<file path="config.mk">
export PLATFORM = sky130hd
export DESIGN_NAME = ppce_top
export DESIGN_NICKNAME = d
export VERILOG_FILES = /design/src/include/ppce_pkg.sv /design/src/include/ppce_alu_if.sv /design/src/verilog/ppce_alu.sv /design/src/verilog/ppce_top.sv
export VERILOG_INCLUDE_DIRS = /design/src /design/src/include
export SDC_FILE = /design/constraint.sdc
export NUM_CORES = 1
export LEC_CHECK = 0
export BUFFER_PORTS_ARGS = -buffer_cell sky130_fd_sc_hd__buf_4
export CORE_MARGIN = 4
export CORE_UTILIZATION = 45
export CTS_CLUSTER_SIZE = 30
export DETAILED_ROUTE_END_ITERATION = 10
export PLACE_DENSITY = 0.77
export SETUP_SLACK_MARGIN = 0.1
export SLEW_MARGIN = 10
export SYNTH_ARGS = -nofsm -noshare
export SYNTH_HDL_FRONTEND = slang
export SYNTH_SLANG_ARGS = --single-unit
export TNS_END_PERCENT = 1
</file>
<file path="constraint.sdc">
create_clock -name clk -period 6.21 [get_ports clk]
set_clock_uncertainty 0.2 [all_clocks]
set_input_delay 1.242 -clock clk [delete_from_list [all_inputs] [get_ports clk]]
set_output_delay 1.242 -clock clk [all_outputs]
set_load 0.01 [all_outputs]
</file>
<file path="src/include/ppce_cfg.svh">
/*
 * constants for the parallel engine condition unit and extended alu:
 * opcode field positions, extension register layout, codes.
 * assumes inclusion by bare name from the design files.
 */
`ifndef PPCE_CFG_SVH
`define PPCE_CFG_SVH
`define PPCE_COND_HI      35
`define PPCE_COND_LO      32
`define PPCE_FC_HI        26
`define PPCE_FC_LO        19
`define PPCE_X_ARITH      27
`define PPCE_X_ADD1       28
`define PPCE_X_ADDCIN     29
`define PPCE_X_SIGNEN     30
`define PPCE_X_SIGNSRC    31
`define PPCE_X_SIGNFC_HI  7
`define PPCE_X_SIGNFC_LO  0
`define PPCE_REL_ABS      2'h0
`define PPCE_REL_DRAM     2'h2
`define PPCE_REL_PRAM     2'h3
`define PPCE_EXT_RST      32'h0
`define PPCE_FLAGS_RST    4'h0
`endif

</file>
<file path="src/include/ppce_pkg.sv">
/*
 * types shared by the condition unit and its alu.
 * assumes ppce_cfg.svh is on the include path.
 */
package ppce_pkg;
    typedef logic [31:0] ppce_word_t;
    typedef logic [7:0]  ppce_fcode_t;
    typedef enum logic [1:0] {
        PPCE_REL_ABS_M, PPCE_REL_RSV_M, PPCE_REL_DRAM_M, PPCE_REL_PRAM_M
    } ppce_rel_e;
endpackage

</file>
<file path="src/include/ppce_alu_if.sv">
/*
 * interface joining the top block and its three-input alu.
 * assumes a single clock domain; purely combinational carrier.
 */
`timescale 1ns/1ps
`default_nettype none
interface ppce_alu_if;
    import ppce_pkg::*;
    ppce_word_t  a;
    ppce_word_t  b;
    ppce_word_t  c;
    ppce_fcode_t fcode;
    logic        arith;
    logic        add1;
    logic        addcin;
    logic        cin;
    ppce_word_t  res;
    logic        cout;
    modport top (output a, b, c, fcode, arith, add1, addcin, cin,
                 input res, cout);
    modport alu (input a, b, c, fcode, arith, add1, addcin, cin,
                 output res, cout);
endinterface
`default_nettype wire

</file>
<file path="src/verilog/ppce_alu.sv">
/*
 * three-input extended alu: minterm boolean or A&f1+f2 arithmetic.
 * assumes operands and code are settled within the cycle.
 */
`timescale 1ns/1ps
`default_nettype none
module ppce_alu (
    ppce_alu_if.alu p
);
    import ppce_pkg::*;
    logic [31:0] bool_v;
    logic [31:0] f1_v;
    logic [31:0] f2_v;
    logic [32:0] sum_v;
    logic        inc;
    genvar i;
    // ----------------------------------------
    // per-bit function lookup
    // ----------------------------------------
    // f1 and f2 come out of the same code: f1 is the entry with A=1 xor
    // A=0, f2 the A=0 entry, which is why software xors the codes
    generate
        for (i = 0; i < 32; i++) begin : g_bit
            assign bool_v[i] = p.fcode[{p.c[i], p.b[i], p.a[i]}];
            assign f2_v[i] = p.fcode[{p.c[i], p.b[i], 1'b0}];
            assign f1_v[i] = p.fcode[{p.c[i], p.b[i], 1'b1}] ^ f2_v[i];
        end
    endgenerate
    assign inc = p.add1 | (p.addcin & p.cin);
    always_comb begin
        if (p.arith) begin
            sum_v = {1'b0, p.a & f1_v} + {1'b0, f2_v} + {32'h0, inc};
        end else begin
            sum_v = {1'b0, bool_v} + {32'h0, inc};
        end
    end
    assign p.res  = sum_v[31:0];
    assign p.cout = sum_v[32];
endmodule
`default_nettype wire

</file>
<file path="src/verilog/ppce_top.sv">
/*
 * condition evaluation, gating and extended alu for one parallel engine.
 * assumes the decoder presents one instruction per valid cycle and
 * the register file supplies operands and the extension register.
 */
`timescale 1ns/1ps
`default_nettype none
`include "ppce_cfg.svh"
module ppce_top (
    input  wire logic              clk,
    input  wire logic              rst,
    input  wire logic              instr_valid,
    input  wire logic [63:0]       opcode,
    input  wire logic              cond_form,
    input  wire logic              imm32_form,
    input  wire logic              gate_src,
    input  wire logic              gate_res,
    input  wire logic              gate_xfer,
    input  wire logic              ext_op,
    input  wire logic              dst_wr_req,
    input  wire logic              xfer_req,
    input  wire ppce_pkg::ppce_word_t src_a,
    input  wire ppce_pkg::ppce_word_t src_b,
    input  wire ppce_pkg::ppce_word_t src_c,
    input  wire ppce_pkg::ppce_word_t alu_extension_reg,
    input  wire logic              flags_wr,
    input  wire logic [3:0]        flags_in,
    input  wire logic [1:0]        local_relative_sel,
    input  wire logic [1:0]        global_relative_sel,
    input  wire ppce_pkg::ppce_word_t local_addr,
    input  wire ppce_pkg::ppce_word_t global_addr,
    input  wire ppce_pkg::ppce_word_t dram0_base,
    input  wire ppce_pkg::ppce_word_t pram_base,
    output var  ppce_pkg::ppce_word_t result_r,
    output logic                   result_wr_r,
    output logic                   src_use_r,
    output logic                   xfer_go_r,
    output var  ppce_pkg::ppce_word_t local_eff_r,
    output var  ppce_pkg::ppce_word_t global_eff_r,
    output logic                   rel_rsv_r,
    output logic                   cond_true_r,
    output logic [3:0]             flags_r
);
    import ppce_pkg::*;
    ppce_alu_if alu_p ();
    logic [3:0] cond;
    logic       n_f;
    logic       z_f;
    logic       c_f;
    logic       v_f;
    logic       cond_ok;
    logic       g_src;
    logic       g_res;
    logic       g_xfer;
    logic       sgn;
    logic       res_ok;
    logic [3:0] flags_nxt;
    ppce_word_t a_op;
    logic       lower_or_same;
    logic       unsigned_above;
    logic       carry_set_cond;
    logic       carry_clear_cond;
    logic       signed_below;
    logic       signed_at_most;
    logic       signed_at_least;
    logic       signed_above;
    logic       zero_result_cond;
    logic       nonzero_cond;
    logic [1:0] rel_sel [2];
    ppce_word_t rel_adr [2];
    ppce_word_t rel_eff [2];
    logic       rel_bad [2];
    genvar      u;

    // ----------------------------------------
    // condition evaluation
    // ----------------------------------------
    assign cond = opcode[`PPCE_COND_HI:`PPCE_COND_LO];
    assign {n_f, z_f, c_f, v_f} = flags_r;
    // the ordered compares are named once so the signed terms share
    // one xor instead of four copies in the case below
    assign lower_or_same    = ~c_f | z_f;
    assign unsigned_above   = c_f & ~z_f;
    assign carry_set_cond   = c_f;
    assign carry_clear_cond = ~c_f;
    assign signed_below     = n_f ^ v_f;
    assign signed_at_most   = signed_below | z_f;
    assign signed_at_least  = ~signed_below;
    assign signed_above     = signed_at_least & ~z_f;
    assign zero_result_cond = z_f;
    assign nonzero_cond     = ~z_f;
    always_comb begin
        case (cond)
            4'h0: cond_ok = 1'b1;
            4'h1: cond_ok = ~n_f & ~z_f;
            4'h2: cond_ok = lower_or_same;
            4'h3: cond_ok = unsigned_above;
            4'h4: cond_ok = signed_below;
            4'h5: cond_ok = signed_at_most;
            4'h6: cond_ok = signed_at_least;
            4'h7: cond_ok = signed_above;
            4'h8: cond_ok = carry_set_cond;
            4'h9: cond_ok = carry_clear_cond;
            4'hA: cond_ok = zero_result_cond;
            4'hB: cond_ok = nonzero_cond;
            4'hC: cond_ok = v_f;
            4'hD: cond_ok = ~v_f;
            4'hE: cond_ok = n_f;
            4'hF: cond_ok = ~n_f;
            default: cond_ok = 1'b1;
        endcase
    end
    // immediate form: the result is always gated; source and transfer never are
    assign g_src  = cond_form & ~imm32_form & gate_src;
    assign g_xfer = cond_form & ~imm32_form & gate_xfer;
    assign g_res  = imm32_form | (cond_form & gate_res);

    // ----------------------------------------
    // extended alu hookup
    // ----------------------------------------
    // sign steering picks the alternate function code when the chosen
    // input is negative, giving absolute value and signed shifts
    assign sgn = alu_extension_reg[`PPCE_X_SIGNSRC] ? src_c[31] : src_a[31];
    assign a_op = (g_src & ~cond_ok) ? 32'h0 : src_a;
    assign alu_p.a = a_op;
    assign alu_p.b = src_b;
    assign alu_p.c = src_c;
    always_comb begin
        if (ext_op) begin
            if (alu_extension_reg[`PPCE_X_SIGNEN] & sgn) begin
                alu_p.fcode =
                    alu_extension_reg[`PPCE_X_SIGNFC_HI:`PPCE_X_SIGNFC_LO];
            end else begin
                alu_p.fcode = alu_extension_reg[`PPCE_FC_HI:`PPCE_FC_LO];
            end
            alu_p.arith  = alu_extension_reg[`PPCE_X_ARITH];
            alu_p.add1   = alu_extension_reg[`PPCE_X_ADD1];
            alu_p.addcin = alu_extension_reg[`PPCE_X_ADDCIN];
        end else begin
            // plain op falls back to a + b through the same datapath
            alu_p.fcode  = 8'h66;
            alu_p.arith  = 1'b1;
            alu_p.add1   = 1'b0;
            alu_p.addcin = 1'b0;
        end
    end
    assign alu_p.cin = c_f;
    ppce_alu u_alu (
        .p (alu_p)
    );

    // ----------------------------------------
    // result, write and flag update
    // ----------------------------------------
    assign res_ok = ~g_res | cond_ok;
    always_ff @(posedge clk) begin
        if (rst) begin
            result_r    <= 32'h0;
            result_wr_r <= 1'b0;
            src_use_r   <= 1'b0;
            xfer_go_r   <= 1'b0;
            cond_true_r <= 1'b0;
        end else begin
            result_r    <= alu_p.res;
            result_wr_r <= instr_valid & dst_wr_req & res_ok;
            src_use_r   <= instr_valid & ~(g_src & ~cond_ok);
            xfer_go_r   <= instr_valid & xfer_req & ~(g_xfer & ~cond_ok);
            cond_true_r <= cond_ok;
        end
    end
    // a direct load wins over the alu update so software can restore flags
    always_comb begin
        flags_nxt = flags_r;
        if (flags_wr) begin
            flags_nxt = flags_in;
        end else if (instr_valid & dst_wr_req & res_ok) begin
            flags_nxt = {alu_p.res[31], alu_p.res == 32'h0, alu_p.cout,
                         1'b0};
        end
    end
    always_ff @(posedge clk) begin
        if (rst) begin
            flags_r <= `PPCE_FLAGS_RST;
        end else begin
            flags_r <= flags_nxt;
        end
    end

    // ----------------------------------------
    // relative addressing
    // ----------------------------------------
    // each unit gets its own copy of one datapath; a reserved code falls back to
    // absolute so a bad opcode still yields a defined address
    assign rel_sel[0] = local_relative_sel;
    assign rel_sel[1] = global_relative_sel;
    assign rel_adr[0] = local_addr;
    assign rel_adr[1] = global_addr;
    generate
        for (u = 0; u < 2; u++) begin : g_unit
            always_comb begin
                case (rel_sel[u])
                    `PPCE_REL_PRAM: begin
                        rel_eff[u] = pram_base + rel_adr[u];
                    end
                    `PPCE_REL_DRAM: begin
                        rel_eff[u] = dram0_base + rel_adr[u];
                    end
                    default: rel_eff[u] = rel_adr[u];
                endcase
            end
            assign rel_bad[u] = rel_sel[u] == 2'h1;
        end
    endgenerate
    always_ff @(posedge clk) begin
        if (rst) begin
            local_eff_r  <= 32'h0;
            global_eff_r <= 32'h0;
            rel_rsv_r    <= 1'b0;
        end else begin
            local_eff_r  <= rel_eff[0];
            global_eff_r <= rel_eff[1];
            rel_rsv_r    <= rel_bad[0] | rel_bad[1];
        end
    end
endmodule
`default_nettype wire

</file>
; Yosys cells after proc, flatten, opt, wreduce, memory -nomap -nowiden
; Index checks and enable logic that the tools add are counted.
[classes]
mux = 205
add_sub_neg = 7
n_lt_le_gt_ge = 96
eq_ne = 21
n_reduce_logical = 3
bitwise = 66
[op_table]
columns = op, count
row1 = "3-bit by 4-bit < comparator with 1-bit output, second input constant", 96
row2 = 32-bit adder, 4
row3 = 1-bit binary-select mux with 2-bit select, 64
row4 = 32-bit case mux with 2 select lines, 2
row5 = 1-bit two-way mux, 100
row6 = 1-bit binary-select mux with 3-bit select, 32
row7 = 32-bit by 1-bit adder with 33-bit output, 1
row8 = 32-bit by 32-bit adder with 33-bit output, 1
row9 = 33-bit by 1-bit adder with 33-bit output, 1
row10 = 33-bit two-way mux, 1
row11 = 1-bit bitwise XOR, 33
row12 = 32-bit bitwise AND, 1
row13 = "4-bit == test, second input constant", 8
row14 = 32-bit zero test, 1
row15 = 32-bit two-way mux, 1
row16 = 1-bit bitwise AND, 16
row17 = "4-bit by 3-bit == test with 1-bit output, second input constant", 4
row18 = 8-bit two-way mux, 2
row19 = 1-bit case mux with 16 select lines, 1
row20 = 1-bit NOT, 10
row21 = "2-bit == test, second input constant", 4
row22 = "4-bit by 2-bit == test with 1-bit output, second input constant", 2
row23 = 4-bit two-way mux, 2
row24 = 1-bit bitwise OR, 6
row25 = other kinds (4), 5
[word_totals]
out_inout_bits = 105
wordCells = 407
regBits = 105
in_bits = 340

; Longest topological paths before layout
; Gate-level depths: netlist (run 1).
[depth]
ltp_word = 14
depth_mapped = 25
ltp_nobuf = 21

; Modules after synthesis
; A second synthesis (run 1) with hierarchy kept.
[hier_totals]
hier_cells = 1525
area_unflattened_um2 = 12952.4
[modules_own_cells]
columns = module, instances, seq_area_each_um2, area_each_um2, cells_per_inst
row1 = ppce_top, 1, 2102.0, 8031.5, 964
row2 = ppce_alu, 1, 0.0, 4921.0, 561

; Worst setup path before layout (run 1)
; No wires, ideal clock.
[synth_path]
path_type = in2reg
startpoint = in opcode[33]
endpoint = reg flags_r[2]
setup_ns = 0.069
t_required_ns = 5.941
stages = 25
arrival_ns = 6.059
slack_ns = -0.118
cell_sequence = mux4_2 > xnor2_1 > and4_4 > buf_6 > a21oi_4 > clkbuf_1 > clkbuf_1 > buf_1 > nand2_1 > nand2_1 > o21ai_0 > ha_1 > a41o_1 > ha_1 > o21bai_2 > a2111oi_4 > nor4_2 > nor4_2 > a2111oi_4 > nor2_1 > o31ai_1 > xnor2_1 > nor4_1 > nand4_1 > o21ai_1
[synth_via]
elab_chain_cells = 12
[synth_rtl]
columns = item, line
row1 = start: declaration, ppce_top.sv:13  ; input wire logic [63:0] opcode,
row2 = "4-bit == test, or another cell as far along", ppce_top.sv:93  ; case (cond)
row3 = 1-bit case mux with 16 select lines (*), ppce_top.sv:93
row4 = 1-bit NOT, ppce_top.sv:124  ; assign a_op = (g_src & ~cond_ok) ? 32'h0 : src_a;
row5 = 1-bit bitwise AND, ppce_top.sv:124
row6 = 32-bit two-way mux, ppce_top.sv:124
row7 = 32-bit bitwise AND / 1-bit binary-select mux with 3-bit select (equally long branches), "ppce_alu.sv:32, ppce_alu.sv:24"
row8 = 32-bit by 32-bit adder with 33-bit output / 1-bit two-way mux (equally long branches), "ppce_alu.sv:32, ppce_alu.sv:24"
row9 = 33-bit by 1-bit adder with 33-bit output / 32-bit by 1-bit adder with 33-bit output (equally long branches), "ppce_alu.sv:32, ppce_alu.sv:34"
row10 = 33-bit two-way mux, ppce_alu.sv:31  ; if (p.arith) begin
row11 = 32-bit zero test, ppce_top.sv:177  ; flags_nxt = {alu_p.res[31], alu_p.res == 32'h0, alu_p.cout,
row12 = 4-bit two-way mux, ppce_top.sv:176  ; end else if (instr_valid & dst_wr_req & res_ok) begin
row13 = 4-bit two-way mux, ppce_top.sv:174  ; if (flags_wr) begin
row14 = end signal: assignment, ppce_top.sv:183  ; flags_r <= `PPCE_FLAGS_RST;
row15 = end signal: assignment, ppce_top.sv:185  ; flags_r <= flags_nxt;
row16 = end: declaration, ppce_top.sv:42  ; output logic [3:0] flags_r
; Mark *: on every way between the ends. The rest lies on a longest branch, timed or not. The select of a mux whose other input is x is not followed.
; A chain may end at the register's enable or synchronous reset.

; Final worst setup path (run 1)
[layout_path]
startpoint = in alu_extension_reg[31]
endpoint = reg flags_r[2]
[layout_via]
elab_chain_cells = 14
[layout_rtl]
columns = item, line
row1 = start: declaration, ppce_top.sv:25  ; input wire ppce_pkg::ppce_word_t alu_extension_reg,
row2 = 1-bit two-way mux (*), ppce_top.sv:123  ; assign sgn = alu_extension_reg[`PPCE_X_SIGNSRC] ? src_c[31] : src_a[31];
row3 = 1-bit bitwise AND (*), ppce_top.sv:130  ; if (alu_extension_reg[`PPCE_X_SIGNEN] & sgn) begin
row4 = 8-bit two-way mux (*), ppce_top.sv:130
row5 = 8-bit two-way mux (*), ppce_top.sv:129  ; if (ext_op) begin
row6 = 1-bit binary-select mux with 2-bit select (on tied branches), "ppce_alu.sv:26, ppce_alu.sv:25"
row7 = 1-bit two-way mux (on tied branches), "ppce_alu.sv:26, ppce_alu.sv:25"
row8 = 1-bit bitwise XOR, ppce_alu.sv:26  ; assign f1_v[i] = p.fcode[{p.c[i], p.b[i], 1'b1}] ^ f2_v[i];
row9 = 32-bit bitwise AND, ppce_alu.sv:32  ; sum_v = {1'b0, p.a & f1_v} + {1'b0, f2_v} + {32'h0, inc};
row10 = 32-bit by 32-bit adder with 33-bit output, ppce_alu.sv:32
row11 = 33-bit by 1-bit adder with 33-bit output, ppce_alu.sv:32
row12 = 33-bit two-way mux (*), ppce_alu.sv:31
row13 = 32-bit zero test (*), ppce_top.sv:177
row14 = 4-bit two-way mux (*), ppce_top.sv:176
row15 = 4-bit two-way mux (*), ppce_top.sv:174
; Marks and branches as above.

==> results of run 1 <==
## worst reg2reg max path, stage by stage, from the launching register on
cell,delay [ps]
dfxtp_1,360
mux4_2,490
xnor2_1,160
and4_4,220
buf_12,130
a21oi_4,140
nand2_1,120
nand2_2,90
o21ai_0,90
ha_2,190
a41o_1,220
ha_1,200
o21bai_4,180
a2111oi_4,330
buf_4,190
nor4_4,50
nor4_2,310
buf_4,180
a2111oi_4,40
buf_4,150
o21ai_1,130
a31oi_1,110
xnor2_1,190
nor4_2,280
buf_4,160
nand4_1,100
buf_4,170
o21ai_1,60
## kinds of logic (layout without fill, tap and decap cells)
kind of cell	after synthesis	after routing	synth area share
compound gates	371	371	0.204
xor+xnor	94	94	0.0643
simple gates	529	529	0.205
buf+inv	137	653	0.0446
other cells	0	1	0
mux	216	217	0.246
flops	105	105	0.164
fa+ha+maj	72	72	0.0716
## worst max path at each step
| stage | slack (ps) | to | from |
|---|---|---|---|
| 4_1_cts | 110 | flags_r[2] | alu_extension_reg[31] |
| 6_report | 170 | flags_r[2] | alu_extension_reg[31] |
| 3_5_place_dp | -420 | flags_r[2] | alu_extension_reg[31] |
| 5_1_grt | -30 | flags_r[2] | alu_extension_reg[31] |
| 2_1_floorplan | 170 | flags_r[2] | opcode[33] |
| 3_3_place_gp | -400 | flags_r[2] | alu_extension_reg[31] |
## cell usage after synthesis (all sizes together) (4+ instances only)
cell,instances
nand2,119
dfxtp,105
inv,57
buf,26
nand3,42
o31ai,14
o211ai,13
o2111ai,5
mux4,70
and3,9
o311ai,4
nor3b,10
a21oi,97
nor4,12
xor2,26
mux2i,74
ha,70
nand3b,6
or2,12
a41oi,6
a21o,17
nor2b,27
nor2,171
a211oi,36
nand4,12
mux2,72
a31oi,26
nor3,42
or3b,6
clkbuf,54
or3,10
a22oi,9
o21ai,65
o21bai,13
nand2b,27
and2,11
xnor2,68
a2111oi,9
a31o,6
a21boi,9
o211a,5
## metrics by stage
step	instances	hold WS (ps)	TNS, ps	cell area, um^2
after detailed placement	2391	420	-603	17300
final	2420	437	0	17800
after global placement	2391	411	-462	17300
after floorplan	1524	427	0	12800
after global routing	2420	485	-27.3	17800
after CTS	2407	435	0	17600
## registers in the layout, indices dropped and copies added, names as in the netlist
register,count
result_r,32
src_use_r,1
global_eff_r,32
flags_r,4
xfer_go_r,1
result_wr_r,1
local_eff_r,32
rel_rsv_r,1
cond_true_r,1
## layer usage
metal	share of wire	routed length [um]	track usage	vias to the layer above
met5	0	0	0	-
met4	0.055	2680	0.143	0
met3	0.084	4120	0.0436	123
met2	0.47	23100	0.510	758
met1	0.39	18900	0.363	6713
li1	-	-	-	6751
## cells in the final DEF (no fill, tap or decap), types with 17 or more instances in the layout
| cell | n |
|---|---|
| inv_1 | 57 |
| a21o_1 | 17 |
| mux4_2 | 70 |
| dfxtp_1 | 105 |
| xor2_1 | 26 |
| mux2_2 | 72 |
| mux2i_1 | 71 |
| ha_1 | 69 |
| o21ai_0 | 55 |
| nand2b_1 | 27 |
| nand3_1 | 42 |
| xnor2_1 | 68 |
| nand2_1 | 118 |
| nor3_1 | 42 |
| a211oi_1 | 26 |
| a21oi_1 | 96 |
| nor2_1 | 166 |
| a31oi_1 | 24 |
| nor2b_1 | 27 |
| buf_4 | 569 |
## timing repair
item | 4_1_cts | 5_1_grt
pin swaps | 0 | 12
gates resized for setup | 3 | 29
buffers inserted | 0 | 11
endpoints found under the setup margin | 1 | 4
gates cloned | 0 | 1
hold buffers | 0 | 0
## power breakdown
part           switching, uW  internal [uW]
sequential              39.3            765
combinational            931            958
clock                    278            302
## cell type report
type	instances	area, um^2	share of cell area
Clock buffer	11	253	0.0142
Inverter	57	214	0.0120
Timing Repair Buffer	580	4450	0.249
Clock inverter	5	47.5	0.00267
Tap cell	378	473	0.0265
Sequential cell	105	2100	0.118
Antenna cell	1	2.50	0.000140
Multi-Input combinational cell	1283	10300	0.577
==> metrics.txt, run 1 <==
run status finished clean; Ys Warns 0; Post-synth EDFFs 0; Worst EP required 6300 ps; hold violation total from the final report 0; cts bufs inserted 9; All-Layer GR Usage 0.296; Yosys reg bits 105; Cell variety after synth 97; hpwl dp 40700 um; largest net degree at the start of global routing 56; Peak VDD IR 122 uV; Place WS -419 ps; gp weighted congestion 0.953; initial antenna violation count 1; mapped cell area 12800 um^2; worst reg2reg setup slack 930 ps; Pleak 0.00808 uW; first-pass GRT wire length 74400 um; crit path buf inv count 6; clk slew on worst S/H paths 70 ps; Vias 14300; crit end category flop; sequential area share after synthesis 0.164; Rel. slew slack 0.406; cell depth of the worst flop-to-flop path 27; final core utilization 0.638; Final Cycle Share 0.973; Worst Hold End flags_r[0]; PwrDens 183 nW/um^2; CTS root buffer clkbuf_16; HP Start flags_r[0]; Final Max Tran Viols 0; clock net sink count 105; biggest cell delay along the critical path 540 ps; CTS tree done; CP Data Arrival Time 6130 ps; Synth Flop Type dfxtp_1; input/output buffers 373; Mean Syn Cell Area 8.40 um^2; syn nets 1936; reg-to-reg startpoint flags_r[3]; setup ws final 166 ps; RR Endpoint flags_r[2]; Pwr Total 3270 uW; Crit Path Max Fanout 7; Yosys top cell area share 0.164; Die Area 31200 um^2; Die Wd 177 um; synth-to-layout area growth 39.4%; share of layout cells above drive strength 1 0.397; Area contributors post-synth dfxtp_1, mux4_2, ha_1; cell taking the most area after synthesis dfxtp_1; Avg Vias per Cell 5.93; Max Buffers Root-to-Sink 2; Most Frequent Cell on Critical Path buf_4; I/O pin count 445; WL/cell 20.2 um; Pre-antenna DRT Iters 7; hold path cells 4; Crit-path slowest cell mux4_2; total wire length 48800 um; initial drt markers 1062; Crit path max-delay family simple AND/OR/NAND/NOR gates; critical path launch point type primary input; RSZ-0062 raised after global routing yes; vias in the first global route 14100; Slew @ Worst Pin 888 ps; core area 27900 um^2; global-route congestion overflow total 0; Skew-Pair Late Insertion Delay 350 ps; nets@finish 2448; min-delay worst type reg2reg; Levels on crit path 26; layout filler cell count 2372; Setup Viol. Count Final 0; post-synthesis cell count 1524; Final min period 6040 ps; async set-or-reset flop fraction in the synthesized netlist 0; Remaining DRCs 0; max-cap violation count 0; final antenna-violating net count 0; Vert. Die Dim 177 um; Core Rows 61; initial core utilization 0.458; highest clock rate 0.165 GHz; H-tree Lvls 3; Worst Setup Path Type in2reg
(Power assumes the default switching activity.)
==> run 2: changes to the inputs <==
Settings changed: PLACE_DENSITY 0.77 to 0.88, SKIP_CTS_REPAIR_TIMING set to 1.
==> run 2 against run 1 <==
Compared with the run above:
- maximum frequency increased by 0.41%
- flip-flop and latch count unchanged
- via count increased by 3.5%
- final area decreased by 1.1%
- largest power group unchanged
- routed wire length increased by 4.9%
- highest routed layer unchanged
- clock power increased by 12%
- sequential power about the same
- core utilization decreased by 0.69 points
- hold slack improved by 19 ps
==> metrics.txt, run 2 (synthesis gave the netlist of run 1 again) <==
run status finished clean; part of the power in registers 0.239; core area 27900 um^2; clk slew on worst S/H paths 70 ps; global-route congestion overflow total 0; Max Buffers Root-to-Sink 2; largest net degree at the start of global routing 63; final core utilization 0.632; Core Rows 61; Remaining DRCs 0; Pleak 0.00798 uW; Rel. slew slack 0.507; Die Wd 177 um; highest clock rate 0.166 GHz; Worst Setup Path Type in2reg; worst setup path endpoint flags_r[2]; RSZ-0062 raised after global routing yes; Pwr Total 3360 uW; Largest regs global_eff_r (32), local_eff_r (32), result_r (32); Clk pwr share 0.194; H-tree Lvls 3; final antenna-violating net count 0; switching share of total power 0.387; Comb pwr share 0.567; Setup Viol. Count Final 0; commonest non-fill, non-tap cell in the layout buf_4; Vert. Die Dim 177 um; CTS root buffer clkbuf_16; max-cap violation count 0; share of layout cells above drive strength 1 0.392; WL/cell 21.3 um; Crit Path Max Fanout 5; reg-to-reg startpoint flags_r[3]; Die Area 31200 um^2; ant diodes 0; top layer in use met4; initial drt markers 1461; Final Cycle Share 0.969; PwrDens 191 nW/um^2; vias in the first global route 14800; Switch Pwr 1300 uW; hpwl dp 42500 um; commonest non-fill, non-tap cells in the layout buf_4, nor2_1, nand2_1; min-delay worst type reg2reg; Final min period 6020 ps; CTS tree done; Vias 14900; P_int 2060 uW; wire length on met3 5280 um; setup ws final 191 ps; initial core utilization 0.458; worst reg2reg setup slack 1070 ps; gp weighted congestion 0.961; Place WS -384 ps; cell depth of the worst flop-to-flop path 20; synth-to-layout area growth 37.9%; Pre-antenna DRT Iters 5; input/output buffers 373; crit end category flop; cts bufs inserted 9; Skew-Pair Late Insertion Delay 350 ps; All-Layer GR Usage 0.309; Peak VDD IR 151 uV; initial antenna violation count 0; CP Data Arrival Time 6100 ps; first-pass GRT wire length 78000 um; Avg Vias per Cell 6.19; crit path from alu_extension_reg[31]; clock net sink count 105; RR Endpoint flags_r[2]; Met2 Wirelength 24500 um; Final Max Tran Viols 0; wire length on met1 18500 um; Slew @ Worst Pin 736 ps; I/O pin count 445; hold violation total from the final report 0; Worst EP required 6300 ps; critical path launch point type primary input; total wire length 51200 um; nets@finish 2428
[run 2: final cells by class]
| type | instances | area (um^2) |
|---|---|---|
| Timing Repair Buffer | 560 | 4230 |
| Tap cell | 378 | 473 |
| Multi-Input combinational cell | 1283 | 10300 |
| Sequential cell | 105 | 2100 |
| Clock buffer | 9 | 225 |
| Clock inverter | 7 | 109 |
| Fill cell | 2242 | 10300 |
| Inverter | 57 | 214 |
[run 2: how the worst min path moves through the flow]
stage,startpoint,cells after the start,slack [ps],to
after floorplan,flags_r[1],4,430,flags_r[1]
after global placement,flags_r[0],4,430,flags_r[0]
after detailed placement,flags_r[0],4,460,flags_r[0]
after CTS,flags_r[0],4,470,flags_r[0]
after global routing,flags_r[0],4,510,flags_r[0]
final,flags_r[0],4,460,flags_r[0]
[run 2: stage by stage]
step	area (um^2)	setup TNS [ps]	cells	hold slack, ps
after floorplan	12800	0	1524	427
after global routing	17600	-61.7	2399	515
final	17600	0	2399	456
after CTS	17400	-46.3	2393	468
after global placement	17100	-307	2377	433
after detailed placement	17100	-960	2377	456
[run 2: critical path, cell delays in order]
cell and delay, ps:
buf_4 130, buf_4 150, mux2_4 250, a21boi_2 70, or3_4 360, mux4_2 540
nand2_2 100, o21ai_0 90, ha_2 190, a41o_1 210, ha_1 210, o21bai_4 190
a2111oi_4 460, nor4_4 70, nor4_2 310, buf_4 180, a2111oi_4 50, buf_4 180
o21ai_1 120, a31oi_1 100, xnor2_1 190, nor4_2 290, buf_4 170, nand4_1 140
o21ai_1 110
[run 2: per-layer routing]
| metal | GRT usage | vias to the layer above |
|---|---|---|
| met5 | 0 | - |
| met4 | 0.154 | 0 |
| met3 | 0.0620 | 219 |
| met2 | 0.530 | 1011 |
| met1 | 0.369 | 6917 |
| li1 | - | 6704 |
[run 2: power groups by stage]
| stage | clock, uW | sequential, uW | combinational, uW |
|---|---|---|---|
| 6_report | 652 | 802 | 1910 |
| 5_1_grt | 685 | 809 | 2050 |
| 4_1_cts | 656 | 802 | 1850 |
| 3_5_place_dp | 0 | 817 | 1840 |
| 3_3_place_gp | 0 | 817 | 1780 |
| 2_1_floorplan | 0 | 852 | 1010 |
==> run 3: changes to the inputs <==
Settings changed: CORE_ASPECT_RATIO set to 1.2.
==> run 3 against run 2 <==
Compared with the run above:
- final area fell by 1.1%
- total power fell by 2.9%
- non-clock buffer count fell by 12
- maximum frequency rose by 0.21%
- critical path type unchanged
==> metrics.txt, run 3 (synthesis gave the netlist of run 1 again) <==
Worst Setup Path Type in2reg; Final Max Tran Viols 0; I/O pin count 445; All-Layer GR Usage 0.310; hold violation total from the final report 0; worst reg2reg setup slack 1120 ps; Peak VDD IR 113 uV; initial drt markers 1084; P_int 2000 uW; Reg area 2100 um^2; RSZ-0062 raised after global routing yes; Skew-Pair Late Insertion Delay 360 ps; highest clock rate 0.166 GHz; synth-to-layout area growth 36.4%; core area 28000 um^2; hold path cells 4; final antenna-violating net count 0; Clk pwr share 0.179; final core utilization 0.623; Switch Pwr 1260 uW; vias in the first global route 14100; global-route congestion overflow total 0; hpwl dp 43000 um; HP Start flags_r[0]; setup ws final 204 ps; Comb pwr share 0.575; clock net sink count 105; Remaining DRCs 0; min-delay worst type reg2reg; initial core utilization 0.457; Vert. Die Dim 193 um; reg-to-reg startpoint flags_r[1]; largest net degree at the start of global routing 58; total wire length 51300 um; Vias 14400; Rel. slew slack 0.426; nets@finish 2415; CTS root buffer clkbuf_16; Worst EP required 6310 ps; CP Data Arrival Time 6100 ps; H-tree Lvls 3; max-cap violation count 0; Max Buffers Root-to-Sink 2; PwrDens 187 nW/um^2; crit end category flop; share of layout cells above drive strength 1 0.385; Worst Hold End flags_r[0]; WL/cell 21.5 um; Core Rows 67; Final Cycle Share 0.967; first-pass GRT wire length 76900 um; cts bufs inserted 9; Pleak 0.00788 uW; Avg Vias per Cell 6.04; Place WS -506 ps; Setup Viol. Count Final 0; initial antenna violation count 4; clk slew on worst S/H paths 70 ps; input/output buffers 373; Final min period 6010 ps; critical path launch point type primary input; layout filler cell count 2470; commonest non-fill, non-tap cell in the layout buf_4; Crit Path Max Fanout 10; area of the multi-input gates 10200 um^2; Pre-antenna DRT Iters 5; switching share of total power 0.386; RR Endpoint flags_r[2]; gp weighted congestion 0.967; Die Area 31200 um^2; part of the power in registers 0.246; cell depth of the worst flop-to-flop path 20; CTS tree done; run status finished clean; Largest regs global_eff_r (32), local_eff_r (32), result_r (32); Die Wd 162 um; Slew @ Worst Pin 839 ps; commonest non-fill, non-tap cells in the layout buf_4, nor2_1, nand2_1
==> run 3: metal layers <==
layer  wire (um)  global-route usage  part of all wire  vias to the layer above
li1            -                   -                 -                     6665
met2       25000               0.556              0.49                      828
met4        3100               0.162             0.060                        4
met1       18700               0.346              0.36                     6748
met3        4530              0.0662             0.088                      174
met5          23                   0           0.00045                        -
==> run 3: final cells by class <==
class	instances	area share
antenna	2	0.000287
clock buffer	10	0.0131
clock inverter	6	0.00380
inverter	57	0.0123
multi-input combinational	1282	0.587
sequential	105	0.120
tap	379	0.0272
timing repair buffer	548	0.236
==> run 3: power by group through the flow <==
stage	logic [uW]	registers, uW	clock network, uW
5_1_grt	2020	809	622
3_3_place_gp	1790	815	0
6_report	1880	801	585
3_5_place_dp	1830	816	0
4_1_cts	1830	801	593
2_1_floorplan	1010	852	0
==> run 3: worst max-delay path by stage <==
stage / startpoint / to / slack (ps)
2_1_floorplan: opcode[33] / flags_r[2] / 170
3_3_place_gp: alu_extension_reg[31] / flags_r[2] / -400
3_5_place_dp: alu_extension_reg[31] / flags_r[2] / -510
4_1_cts: alu_extension_reg[31] / flags_r[2] / -160
5_1_grt: alu_extension_reg[31] / flags_r[2] / 30
6_report: alu_extension_reg[31] / flags_r[2] / 200
==> run 3: critical path, cell delays in order <==
cell and delay [ps]:
buf_4 110, mux2i_4 350, buf_4 220, nor2_8 50
a31o_2 280, mux4_2 530, nand2_1 120, o21ai_1 80
ha_1 200, a41o_1 230, ha_1 190, o21bai_2 220
a2111oi_4 370, buf_4 200, nor3_1 70, o21ai_0 200
a21oi_1 90, o41a_1 380, xor2_1 240, nand3b_1 120
nor4_2 270, nand4_1 200, o21ai_1 110
==> run 3: per-stage QoR <==
step | std cells | TNS (ps) | cell area [um^2] | total power, uW | hold WS [ps]
6_report | 2389 | 0 | 17400 | 3260 | 458
3_3_place_gp | 2371 | -522 | 17000 | 2600 | 424
4_1_cts | 2387 | -158 | 17300 | 3230 | 455
2_1_floorplan | 1524 | 0 | 12800 | 1860 | 427
3_5_place_dp | 2371 | -850 | 17000 | 2640 | 446
5_1_grt | 2388 | 0 | 17400 | 3450 | 525
